File: src/logic/cbu_regs.svh
// constants of the conditional branch unit: field positions, widths, reset values, cycle counts
`ifndef CBU_REGS_SVH
`define CBU_REGS_SVH

// widths
`define CBU_INSTR_W 16
`define CBU_PC_W 12
`define CBU_K_W 7
`define CBU_FLAGS_W 8

// instruction fields
`define CBU_OP_HI 15
`define CBU_OP_LO 11
`define CBU_OP_BRANCH 5'h1E
`define CBU_POL_BIT 10
`define CBU_K_HI 9
`define CBU_K_LO 3
`define CBU_SEL_HI 2
`define CBU_SEL_LO 0

// polarity: branch when the selected test is 1 or 0
`define CBU_POL_SET 1'h0
`define CBU_POL_CLEAR 1'h1

// flag selector codes carried in the instruction
`define CBU_SEL_CARRY 3'h0
`define CBU_SEL_ZERO 3'h1
`define CBU_SEL_NEG 3'h2
`define CBU_SEL_OVF 3'h3
`define CBU_SEL_SIGN 3'h4
`define CBU_SEL_HALF 3'h5
`define CBU_SEL_XFER 3'h6
`define CBU_SEL_IRQ 3'h7

// status flag positions
`define CBU_FLAG_C 0
`define CBU_FLAG_Z 1
`define CBU_FLAG_N 2
`define CBU_FLAG_V 3
`define CBU_FLAG_H 5
`define CBU_FLAG_T 6

// reset values
`define CBU_PC_RESET 12'h000
`define CBU_COUNT_RESET 16'h0000
`define CBU_COUNT_W 16

// execution cycles
`define CBU_CYCLES_NOT_TAKEN 1
`define CBU_CYCLES_TAKEN 2

`endif

File: src/logic/cbu_pkg.sv
// types and arithmetic helpers of the conditional branch unit
`include "cbu_regs.svh"

package cbu_pkg;

  typedef enum logic [3:0] {
    cbu_kind_none,
    cbu_kind_carry_set,
    cbu_kind_carry_clear,
    cbu_kind_negative,
    cbu_kind_positive,
    cbu_kind_signed_ge,
    cbu_kind_signed_less,
    cbu_kind_half_set,
    cbu_kind_half_clear,
    cbu_kind_xfer_set,
    cbu_kind_xfer_clear,
    cbu_kind_ovf_set,
    cbu_kind_ovf_clear
  } cbu_kind_t;

  typedef enum logic [0:0] {
    cbu_st_exec,
    cbu_st_bubble
  } cbu_state_t;

  typedef logic [`CBU_PC_W-1:0] cbu_pc_t;

  // signed word displacement widened to the counter width
  function automatic cbu_pc_t cbu_sext_k(input logic [`CBU_K_W-1:0] k);
    cbu_sext_k = {{(`CBU_PC_W - `CBU_K_W){k[`CBU_K_W-1]}}, k};
  endfunction

  // counter addition, wrapping within the program space
  function automatic cbu_pc_t cbu_pc_add(input cbu_pc_t a, input cbu_pc_t b);
    cbu_pc_add = cbu_pc_t'(a + b);
  endfunction

  function automatic logic [`CBU_COUNT_W-1:0] cbu_inc(input logic [`CBU_COUNT_W-1:0] c);
    cbu_inc = (c == {`CBU_COUNT_W{1'b1}}) ? c : (`CBU_COUNT_W)'(c + 1'b1);
  endfunction

endpackage

File: src/logic/cbu_dec_if.sv
// carrier between the branch unit core and its condition decoder
`timescale 1ns/100ps
`include "cbu_regs.svh"

interface cbu_dec_if;
  logic [`CBU_INSTR_W-1:0] word;
  logic [`CBU_FLAGS_W-1:0] flags;
  cbu_pkg::cbu_kind_t kind;
  logic take;
  cbu_pkg::cbu_pc_t disp;

  modport core (output word, output flags, input kind, input take, input disp);
  modport dec (input word, input flags, output kind, output take, output disp);
endinterface

File: src/logic/cbu_cond.sv
// condition decoder: classifies a branch word and evaluates its flag test
`timescale 1ns/100ps
`include "cbu_regs.svh"

module cbu_cond (
  // decode channel
  cbu_dec_if.dec dec
);

  logic is_branch;
  logic pol;
  logic [2:0] sel;
  logic n_xor_v;

  assign is_branch = (dec.word[`CBU_OP_HI:`CBU_OP_LO] == `CBU_OP_BRANCH);
  assign pol = dec.word[`CBU_POL_BIT];
  assign sel = dec.word[`CBU_SEL_HI:`CBU_SEL_LO];
  // signed tests use n xor v directly, not a stored sign flag
  assign n_xor_v = dec.flags[`CBU_FLAG_N] ^ dec.flags[`CBU_FLAG_V];
  assign dec.disp = cbu_pkg::cbu_sext_k(dec.word[`CBU_K_HI:`CBU_K_LO]);

  always_comb
  begin
    dec.kind = cbu_pkg::cbu_kind_none;
    dec.take = 1'b0;
    if (is_branch)
    begin
      unique case ({pol, sel})
        {`CBU_POL_SET, `CBU_SEL_CARRY}:
        begin
          // also serves the unsigned lower branch
          dec.kind = cbu_pkg::cbu_kind_carry_set;
          dec.take = dec.flags[`CBU_FLAG_C];
        end
        {`CBU_POL_CLEAR, `CBU_SEL_CARRY}:
        begin
          // also serves the unsigned same-or-higher branch
          dec.kind = cbu_pkg::cbu_kind_carry_clear;
          dec.take = ~dec.flags[`CBU_FLAG_C];
        end
        {`CBU_POL_SET, `CBU_SEL_NEG}:
        begin
          dec.kind = cbu_pkg::cbu_kind_negative;
          dec.take = dec.flags[`CBU_FLAG_N];
        end
        {`CBU_POL_CLEAR, `CBU_SEL_NEG}:
        begin
          dec.kind = cbu_pkg::cbu_kind_positive;
          dec.take = ~dec.flags[`CBU_FLAG_N];
        end
        {`CBU_POL_SET, `CBU_SEL_SIGN}:
        begin
          dec.kind = cbu_pkg::cbu_kind_signed_less;
          dec.take = n_xor_v;
        end
        {`CBU_POL_CLEAR, `CBU_SEL_SIGN}:
        begin
          dec.kind = cbu_pkg::cbu_kind_signed_ge;
          dec.take = ~n_xor_v;
        end
        {`CBU_POL_SET, `CBU_SEL_HALF}:
        begin
          dec.kind = cbu_pkg::cbu_kind_half_set;
          dec.take = dec.flags[`CBU_FLAG_H];
        end
        {`CBU_POL_CLEAR, `CBU_SEL_HALF}:
        begin
          dec.kind = cbu_pkg::cbu_kind_half_clear;
          dec.take = ~dec.flags[`CBU_FLAG_H];
        end
        {`CBU_POL_SET, `CBU_SEL_XFER}:
        begin
          dec.kind = cbu_pkg::cbu_kind_xfer_set;
          dec.take = dec.flags[`CBU_FLAG_T];
        end
        {`CBU_POL_CLEAR, `CBU_SEL_XFER}:
        begin
          dec.kind = cbu_pkg::cbu_kind_xfer_clear;
          dec.take = ~dec.flags[`CBU_FLAG_T];
        end
        {`CBU_POL_SET, `CBU_SEL_OVF}:
        begin
          dec.kind = cbu_pkg::cbu_kind_ovf_set;
          dec.take = dec.flags[`CBU_FLAG_V];
        end
        {`CBU_POL_CLEAR, `CBU_SEL_OVF}:
        begin
          dec.kind = cbu_pkg::cbu_kind_ovf_clear;
          dec.take = ~dec.flags[`CBU_FLAG_V];
        end
        default:
        begin
          // zero and interrupt-enable tests belong to another unit
          dec.kind = cbu_pkg::cbu_kind_none;
          dec.take = 1'b0;
        end
      endcase
    end
  end

endmodule

File: src/logic/cbu_top.sv
// conditional branch unit: executes flag-conditional relative branches and owns the counter
`timescale 1ns/100ps
`include "cbu_regs.svh"

module cbu_top (
  // clock and reset
  input wire logic clock,
  input wire logic resetn,
  // fetch side
  input wire logic instr_valid,
  input wire logic [`CBU_INSTR_W-1:0] instr_word,
  input wire logic hold,
  // status flags of the core
  input wire logic [`CBU_FLAGS_W-1:0] status_flags,
  // counter and pipeline control
  output logic [`CBU_PC_W-1:0] program_counter_q,
  output logic instr_ready_q,
  output logic flush_q,
  output logic redirect_q,
  // completion reporting
  output logic retire_q,
  output logic branch_taken_q,
  output logic branch_not_taken_q,
  output logic other_instr_q,
  output cbu_pkg::cbu_kind_t last_kind_q,
  // statistics
  output logic [`CBU_COUNT_W-1:0] branch_count_q,
  output logic [`CBU_COUNT_W-1:0] taken_count_q
);

  cbu_dec_if dec_ch ();

  cbu_cond u_cond (
    .dec (dec_ch)
  );

  cbu_pkg::cbu_state_t state_q;
  cbu_pkg::cbu_state_t state_d;
  cbu_pkg::cbu_pc_t target;
  cbu_pkg::cbu_pc_t fall_through;
  logic accept;
  logic is_cond;
  logic take_now;
  logic skip_now;

  // the flags are only read here; the unit has no path that writes them
  assign dec_ch.word = instr_word;
  assign dec_ch.flags = status_flags;

  // an instruction is taken from fetch only in the execute state
  assign accept = (state_q == cbu_pkg::cbu_st_exec) && instr_valid && !hold;
  assign is_cond = (dec_ch.kind != cbu_pkg::cbu_kind_none);
  assign take_now = accept && is_cond && dec_ch.take;
  assign skip_now = accept && is_cond && !dec_ch.take;

  assign fall_through = cbu_pkg::cbu_pc_add(program_counter_q, cbu_pkg::cbu_pc_t'(1'b1));
  // counter of the branch itself, plus displacement, plus one
  assign target = cbu_pkg::cbu_pc_add(fall_through, dec_ch.disp);

  // state sequencing: a taken branch owns a second cycle
  always_comb
  begin
    state_d = state_q;
    unique case (state_q)
      cbu_pkg::cbu_st_exec:
      begin
        if (take_now)
        begin
          state_d = cbu_pkg::cbu_st_bubble;
        end
      end
      cbu_pkg::cbu_st_bubble:
      begin
        state_d = cbu_pkg::cbu_st_exec;
      end
    endcase
  end

  always_ff @(posedge clock)
  begin
    if (!resetn)
    begin
      state_q <= cbu_pkg::cbu_st_exec;
    end
    else
    begin
      state_q <= state_d;
    end
  end

  // program counter
  always_ff @(posedge clock)
  begin
    if (!resetn)
    begin
      program_counter_q <= `CBU_PC_RESET;
    end
    else if (take_now)
    begin
      program_counter_q <= target;
    end
    else if (accept)
    begin
      // not taken branches and all other words fall through
      program_counter_q <= fall_through;
    end
  end

  // fetch handshake: no new word is taken during the second cycle
  always_ff @(posedge clock)
  begin
    if (!resetn)
    begin
      instr_ready_q <= 1'b1;
    end
    else
    begin
      instr_ready_q <= (state_d == cbu_pkg::cbu_st_exec);
    end
  end

  // the word fetched behind a taken branch is dropped in the bubble cycle
  always_ff @(posedge clock)
  begin
    if (!resetn)
    begin
      flush_q <= 1'b0;
      redirect_q <= 1'b0;
    end
    else
    begin
      flush_q <= take_now;
      redirect_q <= take_now;
    end
  end

  // completion pulses
  always_ff @(posedge clock)
  begin
    if (!resetn)
    begin
      retire_q <= 1'b0;
      branch_taken_q <= 1'b0;
      branch_not_taken_q <= 1'b0;
      other_instr_q <= 1'b0;
    end
    else
    begin
      // not taken retires after its single cycle, taken after the bubble
      retire_q <= skip_now || (state_q == cbu_pkg::cbu_st_bubble);
      branch_taken_q <= (state_q == cbu_pkg::cbu_st_bubble);
      branch_not_taken_q <= skip_now;
      other_instr_q <= accept && !is_cond;
    end
  end

  // kind of the most recent conditional branch
  always_ff @(posedge clock)
  begin
    if (!resetn)
    begin
      last_kind_q <= cbu_pkg::cbu_kind_none;
    end
    else if (accept && is_cond)
    begin
      last_kind_q <= dec_ch.kind;
    end
  end

  // saturating statistics
  always_ff @(posedge clock)
  begin
    if (!resetn)
    begin
      branch_count_q <= `CBU_COUNT_RESET;
      taken_count_q <= `CBU_COUNT_RESET;
    end
    else
    begin
      if (accept && is_cond)
      begin
        branch_count_q <= cbu_pkg::cbu_inc(branch_count_q);
      end
      if (take_now)
      begin
        taken_count_q <= cbu_pkg::cbu_inc(taken_count_q);
      end
    end
  end

endmodule

File: config.mk
export PLATFORM = sky130hd
export DESIGN_NAME = cbu_top
export DESIGN_NICKNAME = d
export VERILOG_FILES = /design/src/logic/cbu_pkg.sv /design/src/logic/cbu_dec_if.sv /design/src/logic/cbu_cond.sv /design/src/logic/cbu_top.sv
export VERILOG_INCLUDE_DIRS = /design/src /design/src/logic
export SDC_FILE = /design/constraint.sdc
export NUM_CORES = 1
export LEC_CHECK = 0
export BUFFER_PORTS_ARGS = -buffer_cell sky130_fd_sc_hd__buf_2
export CORE_UTILIZATION = 48
export DETAILED_ROUTE_END_ITERATION = 16
export MAX_ROUTING_LAYER = met4
export PLACE_DENSITY_LB_ADDON = 0.12
export SETUP_SLACK_MARGIN = 0.5
export SYNTH_ARGS = -nofsm -noshare
export SYNTH_HDL_FRONTEND = slang
export SYNTH_SLANG_ARGS = --single-unit
File: constraint.sdc
create_clock -name clock -period 3.25 [get_ports clock]
set_input_delay 0.65 -clock clock [delete_from_list [all_inputs] [get_ports clock]]
set_output_delay 0.65 -clock clock [all_outputs]
set_load 0.02 [all_outputs]
==> results of run 1 <==
## final cells by class
type,instances,area (um2)
clock buffers,5,68.8
clock inverters,2,13.8
fillers,657,2580
inverters,16,60.1
multi-input cells,326,2290
flip-flops and latches,55,1120
well taps,96,120
repair buffers,103,576
## state kept, by name (all words and copies together), names as in the netlist
name and cells:
instr_ready_q 1, other_instr_q 1, retire_q 1, branch_not_taken_q 1
state_q 1, branch_taken_q 1, redirect_q 1, program_counter_q 12
branch_count_q 16, last_kind_q 4, taken_count_q 16
## metrics by stage
stage / instance area, um2 / hold WS (ns)
floorplan: 3420 / 0.472
global placement: 3930 / 0.439
detailed placement: 3930 / 0.458
CTS: 4060 / 0.485
global route: 4250 / 0.513
finish: 4250 / 0.478
## what timing repair did
| item | 4_1_cts | 5_1_grt |
|---|---|---|
| gates resized for setup | 13 | 20 |
| setup endpoints to repair | 1 | 1 |
| buffers inserted | 1 | 12 |
| pin swaps | 1 | 9 |
## power by group through the flow
stage | Clock, mW | Sequential [mW] | Combinational, mW
2_1_floorplan | 0 | 0.723 | 0.142
3_3_place_gp | 0 | 0.710 | 0.215
6_report | 0.370 | 0.695 | 0.244
4_1_cts | 0.386 | 0.695 | 0.229
5_1_grt | 0.414 | 0.697 | 0.271
3_5_place_dp | 0 | 0.711 | 0.219
## kinds of logic (layout without fill, tap and decap cells)
group	Yosys count	in the layout	synth area share
AO/OA/AOI/OAI	97	97	0.195
AND/OR/NAND/NOR	165	165	0.249
XOR/XNOR	37	37	0.0948
adder cells (fa/ha/maj)	18	18	0.0681
flip-flops	55	55	0.322
multiplexers	9	9	0.0271
buffers and inverters	34	126	0.0446
## how the worst max path moves through the flow
stage	from	end	slack, ns	depth (start not counted)
6_report	program_counter_q[5]	program_counter_q[11]	0.50	11
5_1_grt	program_counter_q[9]	program_counter_q[11]	0.37	10
4_1_cts	program_counter_q[0]	program_counter_q[11]	0.51	11
3_5_place_dp	program_counter_q[0]	program_counter_q[11]	0.23	11
3_3_place_gp	program_counter_q[0]	program_counter_q[11]	0.27	11
2_1_floorplan	program_counter_q[2]	program_counter_q[11]	0.51	11
## cell usage in the layout (no fill, tap or decap), types with 4 or more instances in the layout
master,instances
o31ai_1,8
nand2_1,29
nor2_1,39
buf_2,79
o21a_1,4
nand3_1,20
mux2i_1,7
clkbuf_8,5
buf_4,24
dfxtp_1,48
inv_1,16
nor4_1,6
a21oi_1,32
a211oi_1,5
or4_1,6
and3_4,5
ha_1,15
nand2b_1,6
nor2b_1,6
xor2_1,13
o21ai_0,15
nand4_1,8
dfxtp_4,5
nor3_1,13
xnor2_1,21
or3_1,8
and3_1,4
## per-layer routing
layer,wire [um],GRT usage,share of wire
met1,4040,0.312,0.48
met2,3870,0.378,0.46
met3,357,0.0343,0.043
met4,61,0.0455,0.0073
met5,0,-,0
## critical path: cells and delay by family (launching register included)
family / cells / cell delay, ns
adders and majority gates: 1 / 0.31
and+or+nand+nor: 4 / 0.74
AOI/OAI and AO/OA: 4 / 0.75
muxes: 1 / 0.30
DFF: 1 / 0.38
xor gates and xnor gates: 1 / 0.15
==> metrics.md, run 1 <==
| Metric | Value |
|---|---|
| Global-route wire length before repair | 13.6 mm |
| Final setup violation count | 0 |
| Worst-path fanout max | 5 |
| Final hold violation count | 0 |
| CTS Sinks | 55 |
| Worst reg2reg path depth | 11 |
| R2R Setup Slk | ~0.50 ns |
| Gr usage total | 0.233 |
| RSZ-0062 raised after global routing | yes |
| Max clock buf depth | 2 |
| Setup CP Type | reg2reg |
| Core footprint | 0.00683 mm2 |
| Flops & latches, synth | between 50 and 60 |
| Clock share of power | 0.283 |
| Synth top cells by count | 55 x dfxtp_1, 39 x nor2_1, 33 x a21oi_1 |
| Post-Syn Area per Cell | 8.24 um2 |
| Reg clk slew, reported paths | 0.10 ns |
| Power consumption | 1.31 mW |
| Most common cell in the netlist | dfxtp_1 |
| Total gr overflow | 0 |
| HP Class | reg2reg |
| Initial antenna violation count | 0 |
| CTS tree | built |
| Share of post-route cells with drive strength above 1 | 0.280 |
| Vias in the first global route | 2949 |
| Vias per cell | 5.50 |
| P_sw | 372 uW |
| Fin worst setup slack | 0.504 ns |
| Die width | 86.4 um |
| P_int | 937 uW |
| Rows | 30 |
| WL/cell | ~14 um |
| Setup crit start kind | flip-flop |
| Initial Utilization | 0.501 |
| Gpl congestion | 0.792 |
| Synth async-reset ratio | 0 |
| Placed Instances | approximately 580 |
| Slowest stage delay, CP | 0.38 ns |
| Sequential fraction of design power | 0.531 |
| Netlist cell types | 57 |
| Via count | 3314 |
| DP HPWL | 6.12 mm |
| Drt pass-1 iters | 4 |
| Max Fclk | 0.364 GHz |
| Root Buffer Master | clkbuf_8 |
| Synth Cell Area | 0.00342 mm2 |
| CP max-delay cell | dfxtp_4 |
| Tcrit/Tclk final | 0.845 |
| Post-DRT Antenna Nets | 0 |
| Final non-filler cell total | 603 |
| Synthesized Nets | 461 |
| Dominant synthesized flop cell | dfxtp_1 |
| CP Data Required Time | roughly 3.4 ns |
| Maximum number of pins on one net before global-route repair | 22 |
| Top cell by count, worst path | and3_4 |
| Cells after synthesis | 415 |
| Slew HR | 0.579 |
| Area growth, synth to finish | 24.2% |
| YS warnings | 0 |
| Final Net Count | 553 |
| Yosys top cell area share | 0.322 |
| Routed WL | 8.33 mm |
| RR Startpoint | program_counter_q[5] |
| Crit path DAT | between 2 and 3 ns |
| Cts hold-fix bufs | 0 |
| Fin. max-slew vios | 0 |
| Post-Route Utilization | 0.622 |
| Port bufs | 79 |
| Comb power frac | 0.186 |
| Max cap viols | 0 |
| Hold Path Origin | taken_count_q[12] |
| Tightest Pin Transition | 0.625 ns |
| Post-route DRC | 0 |
| Pwr dens | between 300 and 400 mW/mm2 |
| Largest cells by area after synthesis | dfxtp_1 32%, ha_1 6.2%, xnor2_1 6.1% |
| Yosys top cell by area | dfxtp_1 |
| Hold path endpoint | taken_count_q[12] |
| Die Footprint | roughly 0.0075 mm2 |
| CP endpoint kind | flip-flop |
| Worst Hold Path Cells | 2 |
| Fin Clk Skew | approximately 0.0062 ns |
| N_diodes | 0 |
| Worst vdd ir | 192 uV |
| P_leak | 1.82 nW |
| R2R Path End | program_counter_q[11] |
| Sw Ratio | 0.285 |
| Sequential share of the synthesized area | 0.322 |
| Pre-CTS WS | 0.229 ns |
| Final TNS setup | 0 ns |
| Status | finished, final reports clean |
| Post-synth EDFFs | 0 |
| H-tree levels | 2 |
| Drt initial violations | 154 |
| Clk_lat worst skew | 0.31 ns |
| Cell Chain, Critical Path | and3_4, and3_4, nand3_2, xnor2_2, ha_1, a21o_1, mux2_4, a41o_1, nor4_4, o21bai_1, o2111ai_1 |
| Chip Height | 86.4 um |
| CTS Buf Count | 5 |
| Ports | 83 |
| Minimum clock period | 2.75 ns |
Note: power is estimated with default switching activity, not from simulation.
==> run 2, diff against run 1 <==
Clock period 3.25 ns to 2.4 ns, I/O delays scaled along.
==> run 2 against run 1 <==
Compared with the run above: the run now ends with negative setup slack left; first-iteration DRC count is 21% higher; final area is 31% higher; register-to-register slack worse by 0.78 ns; power is 50% higher; critical path type unchanged; largest cell class unchanged; highest routed layer unchanged.
==> metrics.md, run 2 (synthesis gave the netlist of run 1 again) <==
| Metric | Value |
|---|---|
| Status | complete, but fails checks |
| Failing checks | negative setup slack |
| Worst reg2reg path depth | 11 |
| Crit path DAT | 2.86 ns |
| Post-DRT Antenna Nets | 0 |
| Core footprint | 0.00683 mm2 |
| Post-Layout Inst Area | 0.00557 mm2 |
| Worst setup path endpoint | program_counter_q[11] |
| Post-route DRC | 0 |
| Max Fclk | between 0.3 and 0.4 GHz |
| Total gr overflow | 0 |
| N_diodes | 0 |
| CP Depth | 11 |
| Reg clk slew, reported paths | 0.09 ns |
| Gpl congestion | 0.797 |
| H-tree levels | 2 |
| Gr usage total | 0.275 |
| Placed Instances | 635 |
| Worst vdd ir | 283 uV |
| Die Footprint | about 0.0075 mm2 |
| Die width | approximately 86 um |
| R2R Path End | program_counter_q[11] |
| Final TNS setup | -0.564 ns |
| HP Class | reg2reg |
| Top Registers | branch_count_q (16), taken_count_q (16), program_counter_q (12) |
| P_leak | 2.36 nW |
| Final setup violation count | 6 |
| Tightest Pin Transition | just under 0.5 ns |
| Most common cell after layout, fill and taps aside | buf_2 |
| Fill cells | 412 |
| RR Startpoint | program_counter_q[6] |
| CTS Sinks | between 50 and 60 |
| Global-route wire length before repair | roughly 16 mm |
| Final non-filler cell total | 670 |
| Cts hold-fix bufs | 0 |
| Post-DP Area | 0.00458 mm2 |
| Max cap viols | 0 |
| RSZ-0062 raised after global routing | yes |
| Setup crit start kind | flip-flop |
| Minimum clock period | 2.68 ns |
| Pre-CTS WS | -0.275 ns |
| Worst-path fanout max | 2 |
| Cell Chain, Critical Path | and3_1, and3_1, nand3_2, xnor2_2, ha_1, a21o_1, mux2_2, a41o_1, nor4_4, o21bai_1, o2111ai_1 |
| Pwr dens | 353 mW/mm2 |
| Setup CP Type | reg2reg |
| Fin Clk Skew | 0.00849 ns |
| Clk_lat worst skew | 0.31 ns |
| Power consumption | 1.97 mW |
| Top cell by count, worst path | and3_1 |
| Share of post-route cells with drive strength above 1 | 0.542 |
| Chip Height | just under 90 um |
| Via count | 3828 |
| DP HPWL | 6.79 mm |
| Most frequent cells in the layout | 76 x buf_2, 71 x buf_4, 36 x dfxtp_1, 34 x nor2_1, 24 x nand2_1 |
| Slowest stage delay, CP | about 0.35 ns |
| WL/cell | 16.5 um |
| CP max-delay cell | dfxtp_2 |
| Tcrit/Tclk final | 1.12 |
| CP Data Required Time | 2.58 ns |
| CP endpoint kind | flip-flop |
| CTS Buf Count | 5 |
| Drt initial violations | roughly 190 |
| Vias in the first global route | around 3600 |
| Max clock buf depth | 2 |
| Register Area | 0.00115 mm2 |
| Drt pass-1 iters | 4 |
| Ports | 83 |
| Final Net Count | 619 |
| Fin worst setup slack | -0.278 ns |
| Final hold violation count | 0 |
| Multi-input gate area | 0.00300 mm2 |
| Initial antenna violation count | 0 |
| Maximum number of pins on one net before global-route repair | 32 |
| Hold WS | 0.479 ns |
| Initial Utilization | 0.501 |
| Port bufs | 79 |
| CP startpoint | program_counter_q[6] |
| Rows | 30 |
| Area growth, synth to finish | 63.0% |
| Fin. max-slew vios | 0 |
| Routed WL | 11.1 mm |
| Slew HR | 0.669 |
| CP Buf/Inv Count | 0 |
| CTS tree | built |
| Crit path max-delay family | simple AND/OR/NAND/NOR gates |
| R2R Setup Slk | -0.28 ns |
| Vias per cell | ~5.7 |
| Root Buffer Master | clkbuf_8 |
| Post-Route Utilization | 0.816 |
-- run 2: worst min path at each step --
stage                            from                end  cells past startpoint
floorplan                     state_q     branch_taken_q                      1
global placement       last_kind_q[1]     last_kind_q[1]                      2
detailed placement     last_kind_q[1]     last_kind_q[1]                      2
CTS                    last_kind_q[1]     last_kind_q[1]                      2
global route           last_kind_q[1]     last_kind_q[1]                      2
finish              taken_count_q[11]  taken_count_q[11]                      2
-- run 2: repair_timing --
item / 4_1_cts / 5_1_grt
endpoints found under the hold margin: 0 / 0
buffers inserted: 17 / 10
endpoints found under the setup margin: 50 / 46
gates resized for setup: 78 / 64
pin swaps: 38 / 34
-- run 2: layout make-up --
class / count / share of cell area
inverters: 16 / 0.0108
clock buffers: 6 / 0.0130
flip-flops and latches: 55 / 0.206
multi-input cells: 326 / 0.537
clock inverters: 2 / 0.00224
repair buffers: 169 / 0.209
well taps: 96 / 0.0215
-- run 2: layer usage --
metal / track usage / share of wire / up-vias
li1: - / - / 1819
met1: 0.339 / 0.41 / 1831
met2: 0.476 / 0.50 / 148
met3: 0.0381 / 0.057 / 30
met4: 0.0682 / 0.026 / 0
met5: - / 0 / -
-- run 2: report_power, final --
group / internal (mW) / leakage [nW] / switching (mW)
Combinational: 0.248 / 1.87 / 0.271
Sequential: 0.920 / 0.457 / 0.0146
Clock: 0.206 / 0.0428 / 0.312
-- run 2: tightest hold or removal path: stages (launching register included) --
cell	delay, ns
dfxtp_2	0.35
nand2_1	0.05
mux2i_1	0.05
